File: src/design/glue_pkg.sv
// Constants shared by the counter clock, interrupt and digital port glue.
// Assumes a 32-bit APB slave with byte addresses and word-aligned registers.
package glue_pkg;
  // ==========================================================
  // Sizes
  localparam int NUM_COUNTERS = 12;
  localparam int NUM_SELECTABLE = 10;
  localparam int COUNT_WIDTH = 16;
  localparam int CSTAT_WIDTH = 8;
  localparam int DIO_WIDTH = 8;
  localparam int ADDR_WIDTH = 8;

  // ==========================================================
  // Register byte offsets
  localparam logic [7:0] CLOCK_SELECT_OFF = 8'h00;
  localparam logic [7:0] ROUTING_OFF = 8'h04;
  localparam logic [7:0] IRQ_ENABLE_OFF = 8'h08;
  localparam logic [7:0] IRQ_STATUS_OFF = 8'h0C;
  localparam logic [7:0] DOUT_OFF = 8'h10;
  localparam logic [7:0] DIN_OFF = 8'h14;
  localparam logic [7:0] COUNTER_BASE_OFF = 8'h40;
  localparam logic [7:0] COUNTER_LAST_OFF = 8'h6C;

  // ==========================================================
  // Field positions
  localparam int SHARED_SEL_BIT = 0;
  localparam int DEBOUNCE_SEL_BIT = 1;
  localparam int GLOBAL_IRQ_BIT = 2;
  localparam int TIMER_IRQ_BIT = 0;
  localparam int EXT_IRQ_BIT = 1;
  localparam int CSTAT_POS = 16;

  // ==========================================================
  // Reset values
  localparam logic [19:0] CLOCK_SELECT_RST = 20'h00000;
  localparam logic [2:0] ROUTING_RST = 3'h0;
  localparam logic [1:0] IRQ_ENABLE_RST = 2'h0;
  localparam logic [7:0] DOUT_RST = 8'h00;

  // ==========================================================
  // Clock source codes per selectable counter
  typedef enum logic [1:0] {
    SRC_EXT_PIN = 2'h0,
    SRC_PRECEDING = 2'h1,
    SRC_SHARED = 2'h2,
    SRC_TENTH = 2'h3
  } clock_src_t;
endpackage

File: src/design/counter_clock_irq_glue.sv
// Clock routing, dual interrupt and digital port glue for a 12-counter card.
// Assumes the counters sit outside; their outputs, counts and status come in
// on plain ports, synchronous to pclk. Registers are reached over APB.
//
// Operation
// - Counters 1-10 each pick pin, preceding output, shared clock or tenth output.
// - Counter 11 always runs from the fixed 8 MHz reference.
// - Counter 12 always runs from counter 11's output.
// - Shared clock is 8 MHz reference at 0, counter 11 output at 1.
// - Debounce clock is counter 11 output at 0, 2 MHz reference at 1.
// - Interrupt sources are counter 12's output and the external pin.
// - Each source has its own enable bit, 1 enables.
// - Each source has a readable pending flag telling which one fired.
// - Timer request stays latched until software clears it.
// - External request stays latched until its own software clear.
// - A global bit stops the interrupt output regardless of source enables.
// - Eight-bit output port drives the byte software last wrote.
// - Eight-bit input port pin levels are read back as one byte.
// - Software reads count value and status of each of 12 counters.
`timescale 1ns/10ps
module counter_clock_irq_glue
(
  input wire logic pclk,
  input wire logic presetn,
  input wire logic psel,
  input wire logic penable,
  input wire logic pwrite,
  input wire logic [glue_pkg::ADDR_WIDTH-1:0] paddr,
  input wire logic [31:0] pwdata,
  output logic [31:0] prdata,
  output logic pready,
  output logic pslverr,
  input wire logic [glue_pkg::NUM_SELECTABLE-1:0] ext_counter_clock_pin,
  input wire logic [glue_pkg::NUM_COUNTERS-1:0] counter_outputs,
  input wire logic fixed_eight_mhz_ref,
  input wire logic fixed_two_mhz_ref,
  input wire logic external_irq_pin,
  input wire logic [glue_pkg::NUM_COUNTERS*glue_pkg::COUNT_WIDTH-1:0] counter_counts,
  input wire logic [glue_pkg::NUM_COUNTERS*glue_pkg::CSTAT_WIDTH-1:0] counter_states,
  input wire logic [glue_pkg::DIO_WIDTH-1:0] digital_in,
  output logic [glue_pkg::DIO_WIDTH-1:0] digital_out,
  output logic [glue_pkg::NUM_COUNTERS-1:0] counter_clocks,
  output logic shared_clock_net,
  output logic debounce_clock_net,
  output logic irq
);
  import glue_pkg::*;

  // ==========================================================
  // Decode helpers
  function automatic logic hit(input logic [ADDR_WIDTH-1:0] a, input logic [7:0] off);
    hit = (a == off);
  endfunction

  // Unaligned counter offsets count as unmapped
  function automatic logic in_counter_window(input logic [ADDR_WIDTH-1:0] a);
    in_counter_window = (a >= COUNTER_BASE_OFF) && (a <= COUNTER_LAST_OFF)
                        && (a[1:0] == 2'h0);
  endfunction

  function automatic logic pick_clock(input logic [1:0] sel, input logic pin,
                                      input logic prev, input logic shared,
                                      input logic tenth);
    unique case (clock_src_t'(sel))
      SRC_EXT_PIN: pick_clock = pin;
      SRC_PRECEDING: pick_clock = prev;
      SRC_SHARED: pick_clock = shared;
      SRC_TENTH: pick_clock = tenth;
    endcase
  endfunction

  // ==========================================================
  // State
  logic [19:0] counter_clock_select_q;
  logic [2:0] routing_q;
  logic [1:0] irq_enable_q;
  logic [1:0] irq_pending_q;
  logic [DIO_WIDTH-1:0] digital_out_q;
  logic [31:0] prdata_q;
  logic pready_q;
  logic pslverr_q;
  logic irq_q;
  logic [NUM_COUNTERS-1:0] counter_clocks_q;
  logic shared_clock_q;
  logic debounce_clock_q;
  logic [1:0] src_meta_q;
  logic [1:0] src_sync_q;
  logic [1:0] src_last_q;

  // ==========================================================
  // Bus decode
  wire setup_phase = psel & ~penable;
  wire access_phase = psel & penable;
  // Writes to read-only words land nowhere and raise no error
  wire write_strobe = access_phase & pready_q & pwrite;
  wire sel_clock = hit(paddr, CLOCK_SELECT_OFF);
  wire sel_routing = hit(paddr, ROUTING_OFF);
  wire sel_enable = hit(paddr, IRQ_ENABLE_OFF);
  wire sel_status = hit(paddr, IRQ_STATUS_OFF);
  wire sel_dout = hit(paddr, DOUT_OFF);
  wire sel_din = hit(paddr, DIN_OFF);
  wire sel_counter = in_counter_window(paddr);
  wire [ADDR_WIDTH-1:0] counter_offset = paddr - COUNTER_BASE_OFF;
  wire [3:0] counter_index = counter_offset[5:2];
  wire mapped = sel_clock | sel_routing | sel_enable | sel_status | sel_dout
                | sel_din | sel_counter;

  wire [31:0] counter_words [NUM_COUNTERS];
  genvar c;
  generate
    for (c = 0; c < NUM_COUNTERS; c++)
    begin : g_word
      assign counter_words[c] = {8'h00, counter_states[c*CSTAT_WIDTH +: CSTAT_WIDTH],
                                 counter_counts[c*COUNT_WIDTH +: COUNT_WIDTH]};
    end
  endgenerate
  // Index above 11 never reaches the mux, the window decode stops it
  wire [31:0] counter_word = counter_words[counter_index];

  wire [31:0] clock_word = {12'h000, counter_clock_select_q};
  wire [31:0] routing_word = {29'h00000000, routing_q};
  wire [31:0] enable_word = {30'h00000000, irq_enable_q};
  wire [31:0] status_word = {30'h00000000, irq_pending_q};
  wire [31:0] dout_word = {24'h000000, digital_out_q};
  wire [31:0] din_word = {24'h000000, digital_in};

  wire [31:0] read_mux =
    sel_clock ? clock_word :
    sel_routing ? routing_word :
    sel_enable ? enable_word :
    sel_status ? status_word :
    sel_dout ? dout_word :
    sel_din ? din_word :
    sel_counter ? counter_word : 32'h00000000;

  // ==========================================================
  // APB answer: one wait-free access phase, registered outputs
  wire pready_d = setup_phase;
  wire pslverr_d = setup_phase & ~mapped;
  // Data taken in setup, so a live pin read is one cycle old
  wire [31:0] prdata_d = (setup_phase && !pwrite) ? read_mux : 32'h00000000;

  always_ff @(posedge pclk or negedge presetn)
  begin
    if (!presetn)
      pready_q <= 1'b0;
    else
      pready_q <= pready_d;
  end

  always_ff @(posedge pclk or negedge presetn)
  begin
    if (!presetn)
      pslverr_q <= 1'b0;
    else
      pslverr_q <= pslverr_d;
  end

  always_ff @(posedge pclk or negedge presetn)
  begin
    if (!presetn)
      prdata_q <= 32'h00000000;
    else
      prdata_q <= prdata_d;
  end

  // ==========================================================
  // Control registers
  wire wr_clock = write_strobe & sel_clock;
  wire wr_routing = write_strobe & sel_routing;
  wire wr_enable = write_strobe & sel_enable;
  wire wr_dout = write_strobe & sel_dout;

  always_ff @(posedge pclk or negedge presetn)
  begin
    if (!presetn)
      counter_clock_select_q <= CLOCK_SELECT_RST;
    else if (wr_clock)
      counter_clock_select_q <= pwdata[19:0];
  end

  always_ff @(posedge pclk or negedge presetn)
  begin
    if (!presetn)
      routing_q <= ROUTING_RST;
    else if (wr_routing)
      routing_q <= pwdata[2:0];
  end

  always_ff @(posedge pclk or negedge presetn)
  begin
    if (!presetn)
      irq_enable_q <= IRQ_ENABLE_RST;
    else if (wr_enable)
      irq_enable_q <= pwdata[1:0];
  end

  always_ff @(posedge pclk or negedge presetn)
  begin
    if (!presetn)
      digital_out_q <= DOUT_RST;
    else if (wr_dout)
      digital_out_q <= pwdata[DIO_WIDTH-1:0];
  end

  // ==========================================================
  // Interrupt sources
  // timer and external sources
  wire [1:0] src_raw = {external_irq_pin, counter_outputs[NUM_COUNTERS-1]};

  // rising edge latches before enables
  // Edge detect keeps a pin held high from re-raising after a clear
  wire [1:0] src_rise = src_sync_q & ~src_last_q;
  wire wr_status = write_strobe & sel_status;
  wire [1:0] clear_bits = wr_status ? pwdata[1:0] : 2'h0;
  // Set beats clear so an edge in the clear cycle survives
  wire [1:0] irq_pending_d = (irq_pending_q & ~clear_bits) | src_rise;

  genvar s;
  generate
    for (s = 0; s < 2; s++)
    begin : g_src
      always_ff @(posedge pclk or negedge presetn)
      begin
        if (!presetn)
        begin
          src_meta_q[s] <= 1'b0;
          src_sync_q[s] <= 1'b0;
          src_last_q[s] <= 1'b0;
        end
        else
        begin
          src_meta_q[s] <= src_raw[s];
          src_sync_q[s] <= src_meta_q[s];
          src_last_q[s] <= src_sync_q[s];
        end
      end

      always_ff @(posedge pclk or negedge presetn)
      begin
        if (!presetn)
          irq_pending_q[s] <= 1'b0;
        else
          irq_pending_q[s] <= irq_pending_d[s];
      end
    end
  endgenerate

  wire irq_any = |(irq_pending_q & irq_enable_q);
  wire irq_d = routing_q[GLOBAL_IRQ_BIT] & irq_any;

  always_ff @(posedge pclk or negedge presetn)
  begin
    if (!presetn)
      irq_q <= 1'b0;
    else
      irq_q <= irq_d;
  end

  // ==========================================================
  // Clock routing
  // shared clock choice
  wire shared_d = routing_q[SHARED_SEL_BIT] ? counter_outputs[10] : fixed_eight_mhz_ref;
  wire debounce_d = routing_q[DEBOUNCE_SEL_BIT] ? fixed_two_mhz_ref : counter_outputs[10];

  wire [NUM_COUNTERS-1:0] counter_clocks_d;
  // Counter 1 has no predecessor, its preceding choice reads low
  wire [NUM_SELECTABLE-1:0] preceding = {counter_outputs[NUM_SELECTABLE-2:0], 1'b0};

  genvar g;
  generate
    for (g = 0; g < NUM_SELECTABLE; g++)
    begin : g_sel
      assign counter_clocks_d[g] = pick_clock(counter_clock_select_q[2*g +: 2],
                                              ext_counter_clock_pin[g], preceding[g],
                                              shared_d, counter_outputs[9]);
    end
  endgenerate

  assign counter_clocks_d[10] = fixed_eight_mhz_ref;
  assign counter_clocks_d[11] = counter_outputs[10];

  // Registered routing adds one pclk of delay; fine at these rates
  // Reference levels are sampled, so pclk must run well above them
  genvar r;
  generate
    for (r = 0; r < NUM_COUNTERS; r++)
    begin : g_route
      always_ff @(posedge pclk or negedge presetn)
      begin
        if (!presetn)
          counter_clocks_q[r] <= 1'b0;
        else
          counter_clocks_q[r] <= counter_clocks_d[r];
      end
    end
  endgenerate

  always_ff @(posedge pclk or negedge presetn)
  begin
    if (!presetn)
      shared_clock_q <= 1'b0;
    else
      shared_clock_q <= shared_d;
  end

  always_ff @(posedge pclk or negedge presetn)
  begin
    if (!presetn)
      debounce_clock_q <= 1'b0;
    else
      debounce_clock_q <= debounce_d;
  end

  // ==========================================================
  // Outputs
  assign prdata = prdata_q;
  assign pready = pready_q;
  assign pslverr = pslverr_q;
  assign digital_out = digital_out_q;
  assign counter_clocks = counter_clocks_q;
  assign shared_clock_net = shared_clock_q;
  assign debounce_clock_net = debounce_clock_q;
  assign irq = irq_q;
endmodule

File: config.mk
export PLATFORM = sky130hd
export DESIGN_NAME = counter_clock_irq_glue
export DESIGN_NICKNAME = d
export VERILOG_FILES = /design/src/design/glue_pkg.sv /design/src/design/counter_clock_irq_glue.sv
export SDC_FILE = /design/constraint.sdc
export NUM_CORES = 1
export LEC_CHECK = 0
export BUFFER_PORTS_ARGS = -buffer_cell sky130_fd_sc_hd__buf_2
export CAP_MARGIN = 20
export CORE_AREA = 2 2 166 168
export DETAILED_ROUTE_END_ITERATION = 16
export DIE_AREA = 0 0 168 170
export PLACE_DENSITY = 0.46
export SYNTH_ARGS = -nofsm -noshare
export SYNTH_HDL_FRONTEND = slang
export SYNTH_SLANG_ARGS = --single-unit
File: constraint.sdc
create_clock -name pclk -period 1.6 [get_ports pclk]
set_input_delay 0.16 -clock pclk [delete_from_list [all_inputs] [get_ports pclk]]
set_output_delay 0.16 -clock pclk [all_outputs]
set_load 0.03 [all_outputs]
==> flow_metrics.tcl, run 1 <==
set metrics [dict create \
    run_status "finished clean" \
    grt_pass1_vias 6153 \
    fin_nets 1287 \
    tightest_slew_ns 0.6576 \
    powerDensity_mw_per_mm2 644.3 \
    crit_required_ns 1.84 \
    rows 60 \
    grt_pass1_wl_um 37720 \
    ios 423 \
    ys_ff_latch 82 \
    track_usage 0.1771 \
    drc 0 \
    vias 5817 \
    drt_wl_total_um 26330 \
    ant_nets 0 \
    worst-path-buf-inv 5 \
    cts_made_buffers 9 \
    reg2reg_slack_ns 0.06 \
    synth_edf_count 0 \
    critPathMaxFanout 16 \
    cp_cell_sequence "buf_6 > buf_12 > buf_4 > inv_2 > nor2_1 > buf_4 > a221oi_1 > nand3_1 > a31oi_1" \
    setup_slack_ns 0.03685 \
    p_leak_nw 4.546 \
    path_depth 9 \
    die_w_um 168 \
    die_h_um 170 \
    relSlewSlack 0.5600 \
    fin_crit_sh 0.9770 \
    synthMostInstantiatedCell "dfrtp_1" \
    cts.htree.levels 3 \
    period_needed_ns 1.563 \
    die_area_mm2 0.02856 \
    hold_viol_final 0 \
    yosysTopAreaCellShare 0.3514 \
    grt_max_degree 44 \
    drive_above_1_share 0.6501 \
    crit_top_cell "buf_4" \
    timing.rr.start "pready" \
    vias_per_cell 4.588 \
    endpoint "prdata[2]" \
    synth.area.top_cells "dfrtp_1 35%, mux4_2 27%, mux2_1 5.4%" \
    gp_congestion 0.8157 \
    slew_viol_final 0 \
    critPathMaxStageDelay_ns 0.33 \
    avgSynthCellArea_um2 12.42 \
    clk_path_buf_depth 2 \
    max_freq_mhz 639.7 \
    r2r_end "counter_clock_select_q[6]" \
    synthToLayoutAreaGrowth_pct 57.45 \
    cp_slowest_cell "a221oi_1" \
    drt_pass1_iterations 5 \
    ir_drop_mv 0.4352 \
    synth_warnings 0 \
    clock_sinks 82 \
    synth_seq_area_share 0.3514 \
    drt_iter0_drc 225 \
    final.setup.tns_ns 0 \
    core_area_mm2 0.02665 \
    skew_ns 0.008975 \
    crit_path_start_kind "input pin" \
    insertion_delay_ns 0.34 \
    io_buffers 402 \
    crit_family "buffers and inverters" \
    gr-total-overflow 0 \
    synth_top_flop_cell "dfrtp_1" \
    holdWs_ns 0.03498 \
    dp_hpwl_um 22870 \
    dp_slack_ns -0.4570 \
    crit_type "input pin to flop" \
    setup_viol 0 \
    synthDistinctLibCells 50 \
    cp.arrival_ns 1.81 \
    cts_tree "built" \
    hold_path.class "input pin to flop" \
    syn_inst 470 \
    crit_path_start "paddr[2]" \
    cts_root_buf "clkbuf_16" \
    synthTopCellsByCount "82 x dfrtp_1, 69 x mux4_2, 31 x nand2_1" \
    async_reset_ff_frac 1.000 \
    netlist_area_mm2 0.005839 \
    postCtsSetupRepairBufs 0 \
    finalPower_mw 5.924 \
    clkTransAtPathRegs_ns 0.07 \
    antenna_found_initial 3 \
    wl_per_cell_um 20.76 \
    r2r_cells 5 \
    end_kind "flop" \
    maxCapViolations 0 \
    initial_core_util 0.2191 \
    yosysTopAreaCell "dfrtp_1" \
    rsz0062_at_grt "true" \
]
## worst min path at each step
| stage | startpoint | endpoint | slack, ns | depth (start not counted) |
|---|---|---|---|---|
| 2_1_floorplan | presetn | counter_clock_select_q[0] | -0.14 | 0 |
| 3_3_place_gp | presetn | prdata[21] | 0.05 | 1 |
| 3_5_place_dp | presetn | prdata[21] | 0.05 | 1 |
| 4_1_cts | pwdata[15] | counter_clock_select_q[15] | 0.03 | 2 |
| 5_1_grt | pwdata[14] | counter_clock_select_q[14] | 0.03 | 2 |
| 6_report | pwdata[15] | counter_clock_select_q[15] | 0.03 | 2 |
## per-layer routing
metal / global-route usage / share of wire / vias to the layer above
met1: 0.2581 / 0.46 / 2813
met4: 0.03327 / 0.0077 / 2
met2: 0.2817 / 0.47 / 257
li1: - / - / 2734
met5: 0 / 0.00049 / -
met3: 0.02512 / 0.060 / 11
## metrics by stage
step	cells	cell area, um^2	util
after CTS	1266	9099	0.3414
after floorplan	477	5869	-
final	1268	9194	0.3450
after global placement	1245	8690	0.3261
after global routing	1268	9194	0.3450
after detailed placement	1245	8690	0.3261
## kinds of logic after synthesis
kind of cell	Yosys count	share of synthesized area
DFF	82	0.3514
muxes	142	0.4013
other	1	0.0006422
buffers and inverters	51	0.05228
and+or+nand+nor	105	0.09364
AOI/OAI and AO/OA	89	0.1007
## sequential cells by signal, summed over array words and instances (netlist names), 3 cells and up
register and flops:
counter_clock_select_q 20, counter_clocks 12, digital_out 8, prdata 24, routing_q 3
## repair_timing
| item | 4_1_cts | 5_1_grt |
|---|---|---|
| cloned | 0 | 1 |
| setup endpoints to repair | 4 | 24 |
| hold buffers | 5 | 0 |
| pin swaps | 0 | 2 |
| endpoints found under the hold margin | 26 | 0 |
| gates resized for setup | 7 | 13 |
## area by class of cell
type                            count  area [um^2]
Fill cell                        2737        17460
Clock inverter                      7        101.3
Tap cell                          341        426.7
Clock buffer                        9        225.2
Timing Repair Buffer              477         2754
Antenna cell                        1        2.502
Multi-Input combinational cell    344         3605
Sequential cell                    82         2053
Inverter                            7        26.28
## layout by cell type, fill, tap and decap left out, drive strengths merged, types with 15 or more instances in the layout
cell type / synthesis / final
o21ai: 21 / 21
buf: 38 / 471
dfrtp: 82 / 82
mux2i: 26 / 26
nand2: 33 / 33
nand2b: 15 / 15
nor2: 30 / 30
a21oi: 18 / 18
mux4: 69 / 69
mux2: 47 / 47
## power by group
part	switching, mW	internal (mW)
registers	0.0129	2.11
logic	0.689	0.835
clock network	0.899	1.38
No activity file was read; power rests on OpenSTA's default activity.
==> inputs of run 2 (changes only) <==
Settings changed: CTS_CLUSTER_SIZE set to 12, SETUP_SLACK_MARGIN set to 0.15.
==> flow_metrics.tcl, run 2 (synthesis results as in run 1) <==
set metrics [dict create \
    run_status "finished clean" \
    track_usage 0.1862 \
    worst-path-buf-inv 2 \
    multi_input_area_mm2 0.003612 \
    layout_common_cells "399 x buf_2, 80 x dfrtp_1, 69 x mux4_2" \
    crit_path_start_kind "input pin" \
    dp_hpwl_um 22840 \
    skew_ns 0.006688 \
    drt_pass1_iterations 4 \
    ant_nets 0 \
    r2r_end "routing_q[0]" \
    grt_max_degree 42 \
    drc 0 \
    hold_path.class "input pin to flop" \
    die_area_mm2 0.02856 \
    die_w_um 168 \
    clkTransAtPathRegs_ns 0.06 \
    hold_viol_final 0 \
    r2r_cells 4 \
    fin_crit_sh 0.9217 \
    fin_nets 1283 \
    timing.rr.start "pready" \
    drt_iter0_drc 273 \
    cts_root_buf "clkbuf_16" \
    wl_met3_um 1691 \
    setup_viol 0 \
    antenna_cells 0 \
    rsz0062_at_grt "true" \
    drt_wl_total_um 26970 \
    path_depth 4 \
    cts.htree.levels 3 \
    vias_per_cell 4.680 \
    clock_sinks 82 \
    ios 423 \
    setup_slack_ns 0.1253 \
    drive_above_1_share 0.6475 \
    initial_core_util 0.2191 \
    postCtsSetupRepairBufs 0 \
    powerDensity_mw_per_mm2 651.7 \
    critPathMaxStageDelay_ns 0.55 \
    cts_tree "built" \
    crit_required_ns 1.81 \
    clk_path_buf_depth 2 \
    grt_pass1_vias 6351 \
    gr-total-overflow 0 \
    ff_latch_area_mm2 0.002054 \
    maxCapViolations 0 \
    reg2reg_slack_ns 0.16 \
    antenna_found_initial 0 \
    cp_slowest_cell "dlygate4sd3_1" \
    dp_slack_ns -0.3155 \
    slew_viol_final 0 \
    synthToLayoutAreaGrowth_pct 57.57 \
    crit_family "multiplexers" \
    layout_commonest_cell "buf_2" \
    cts_made_buffers 9 \
    cp.arrival_ns 1.68 \
    wl_met2_um 13190 \
    cp_cell_sequence "dlygate4sd3_1 > buf_2 > mux2_4 > mux4_2" \
    grt_pass1_wl_um 39220 \
    gp_congestion 0.8439 \
    wl_met1_um 11790 \
    ir_drop_mv 0.3356 \
    core_area_mm2 0.02665 \
    vias 5911 \
    dr.max_layer_used "met4" \
    die_h_um 170 \
    period_needed_ns 1.475 \
    utilization 0.3453 \
    wl_per_cell_um 21.35 \
    io_buffers 402 \
    largest_reg_flops 24 \
    critPathMaxFanout 11 \
    fillCellCount 2749 \
    rows 60 \
    endpoint "counter_clocks[1]" \
    max_freq_mhz 678.1 \
    crit_type "input pin to flop" \
    end_kind "flop" \
    insertion_delay_ns 0.35 \
    p_leak_nw 4.548 \
    crit_path_start "counter_outputs[10]" \
]
[run 2: where the power goes]
part           internal, mW  switching, mW
combinational         0.850          0.710
clock                  1.45          0.863
sequential             2.11         0.0129
[run 2: cell type report]
class                   instances  share of cell area
clock buffers                  12             0.02788
clock inverters                 4            0.008023
inverters                       7            0.002856
multi-input cells             344              0.3926
flip-flops and latches         82              0.2233
well taps                     341             0.04637
repair buffers                473              0.2990
[run 2: worst min-delay path by stage]
| stage | start | to | cells past startpoint |
|---|---|---|---|
| detailed placement | presetn | counter_clocks[10] | 1 |
| CTS | pwdata[8] | counter_clock_select_q[8] | 2 |
| floorplan | presetn | counter_clock_select_q[0] | 0 |
| global route | pwdata[8] | counter_clock_select_q[8] | 2 |
| global placement | presetn | counter_clocks[10] | 1 |
| finish | pwdata[8] | counter_clock_select_q[8] | 2 |
[run 2: timing repair]
| item | in CTS | in global routing |
|---|---|---|
| setup endpoints to repair | 20 | 19 |
| hold buffers | 5 | 0 |
| gates cloned | 1 | 0 |
| hold endpoints to repair | 86 | 0 |
| resized for setup | 8 | 12 |
| pin swaps | 0 | 7 |
[run 2: routing by layer]
| metal | vias up | track usage |
|---|---|---|
| met5 | - | 0 |
| met4 | 0 | 0.04423 |
| li1 | 2724 | - |
| met3 | 18 | 0.03279 |
| met1 | 2909 | 0.2440 |
| met2 | 260 | 0.3202 |
[run 2: worst reg2reg max path, cell delays in order (launching register included)]
cell and delay [ns]:
dfrtp_2 0.35, and4_4 0.25, nand3_4 0.12, nor3_4 0.23, mux2_2 0.37
[run 2: metrics by stage]
step	std cells	cell area, um^2	total power, mW	hold slack (ns)	setup TNS [ns]
2_1_floorplan	477	5931	2.895	-0.1356	0
6_report	1263	9201	5.996	0.02550	0
4_1_cts	1263	9151	6.093	0.005956	0
3_5_place_dp	1241	8700	3.695	-0.007733	-5.667
3_3_place_gp	1241	8700	3.686	-0.008614	-5.074
5_1_grt	1263	9201	6.294	0.02764	0
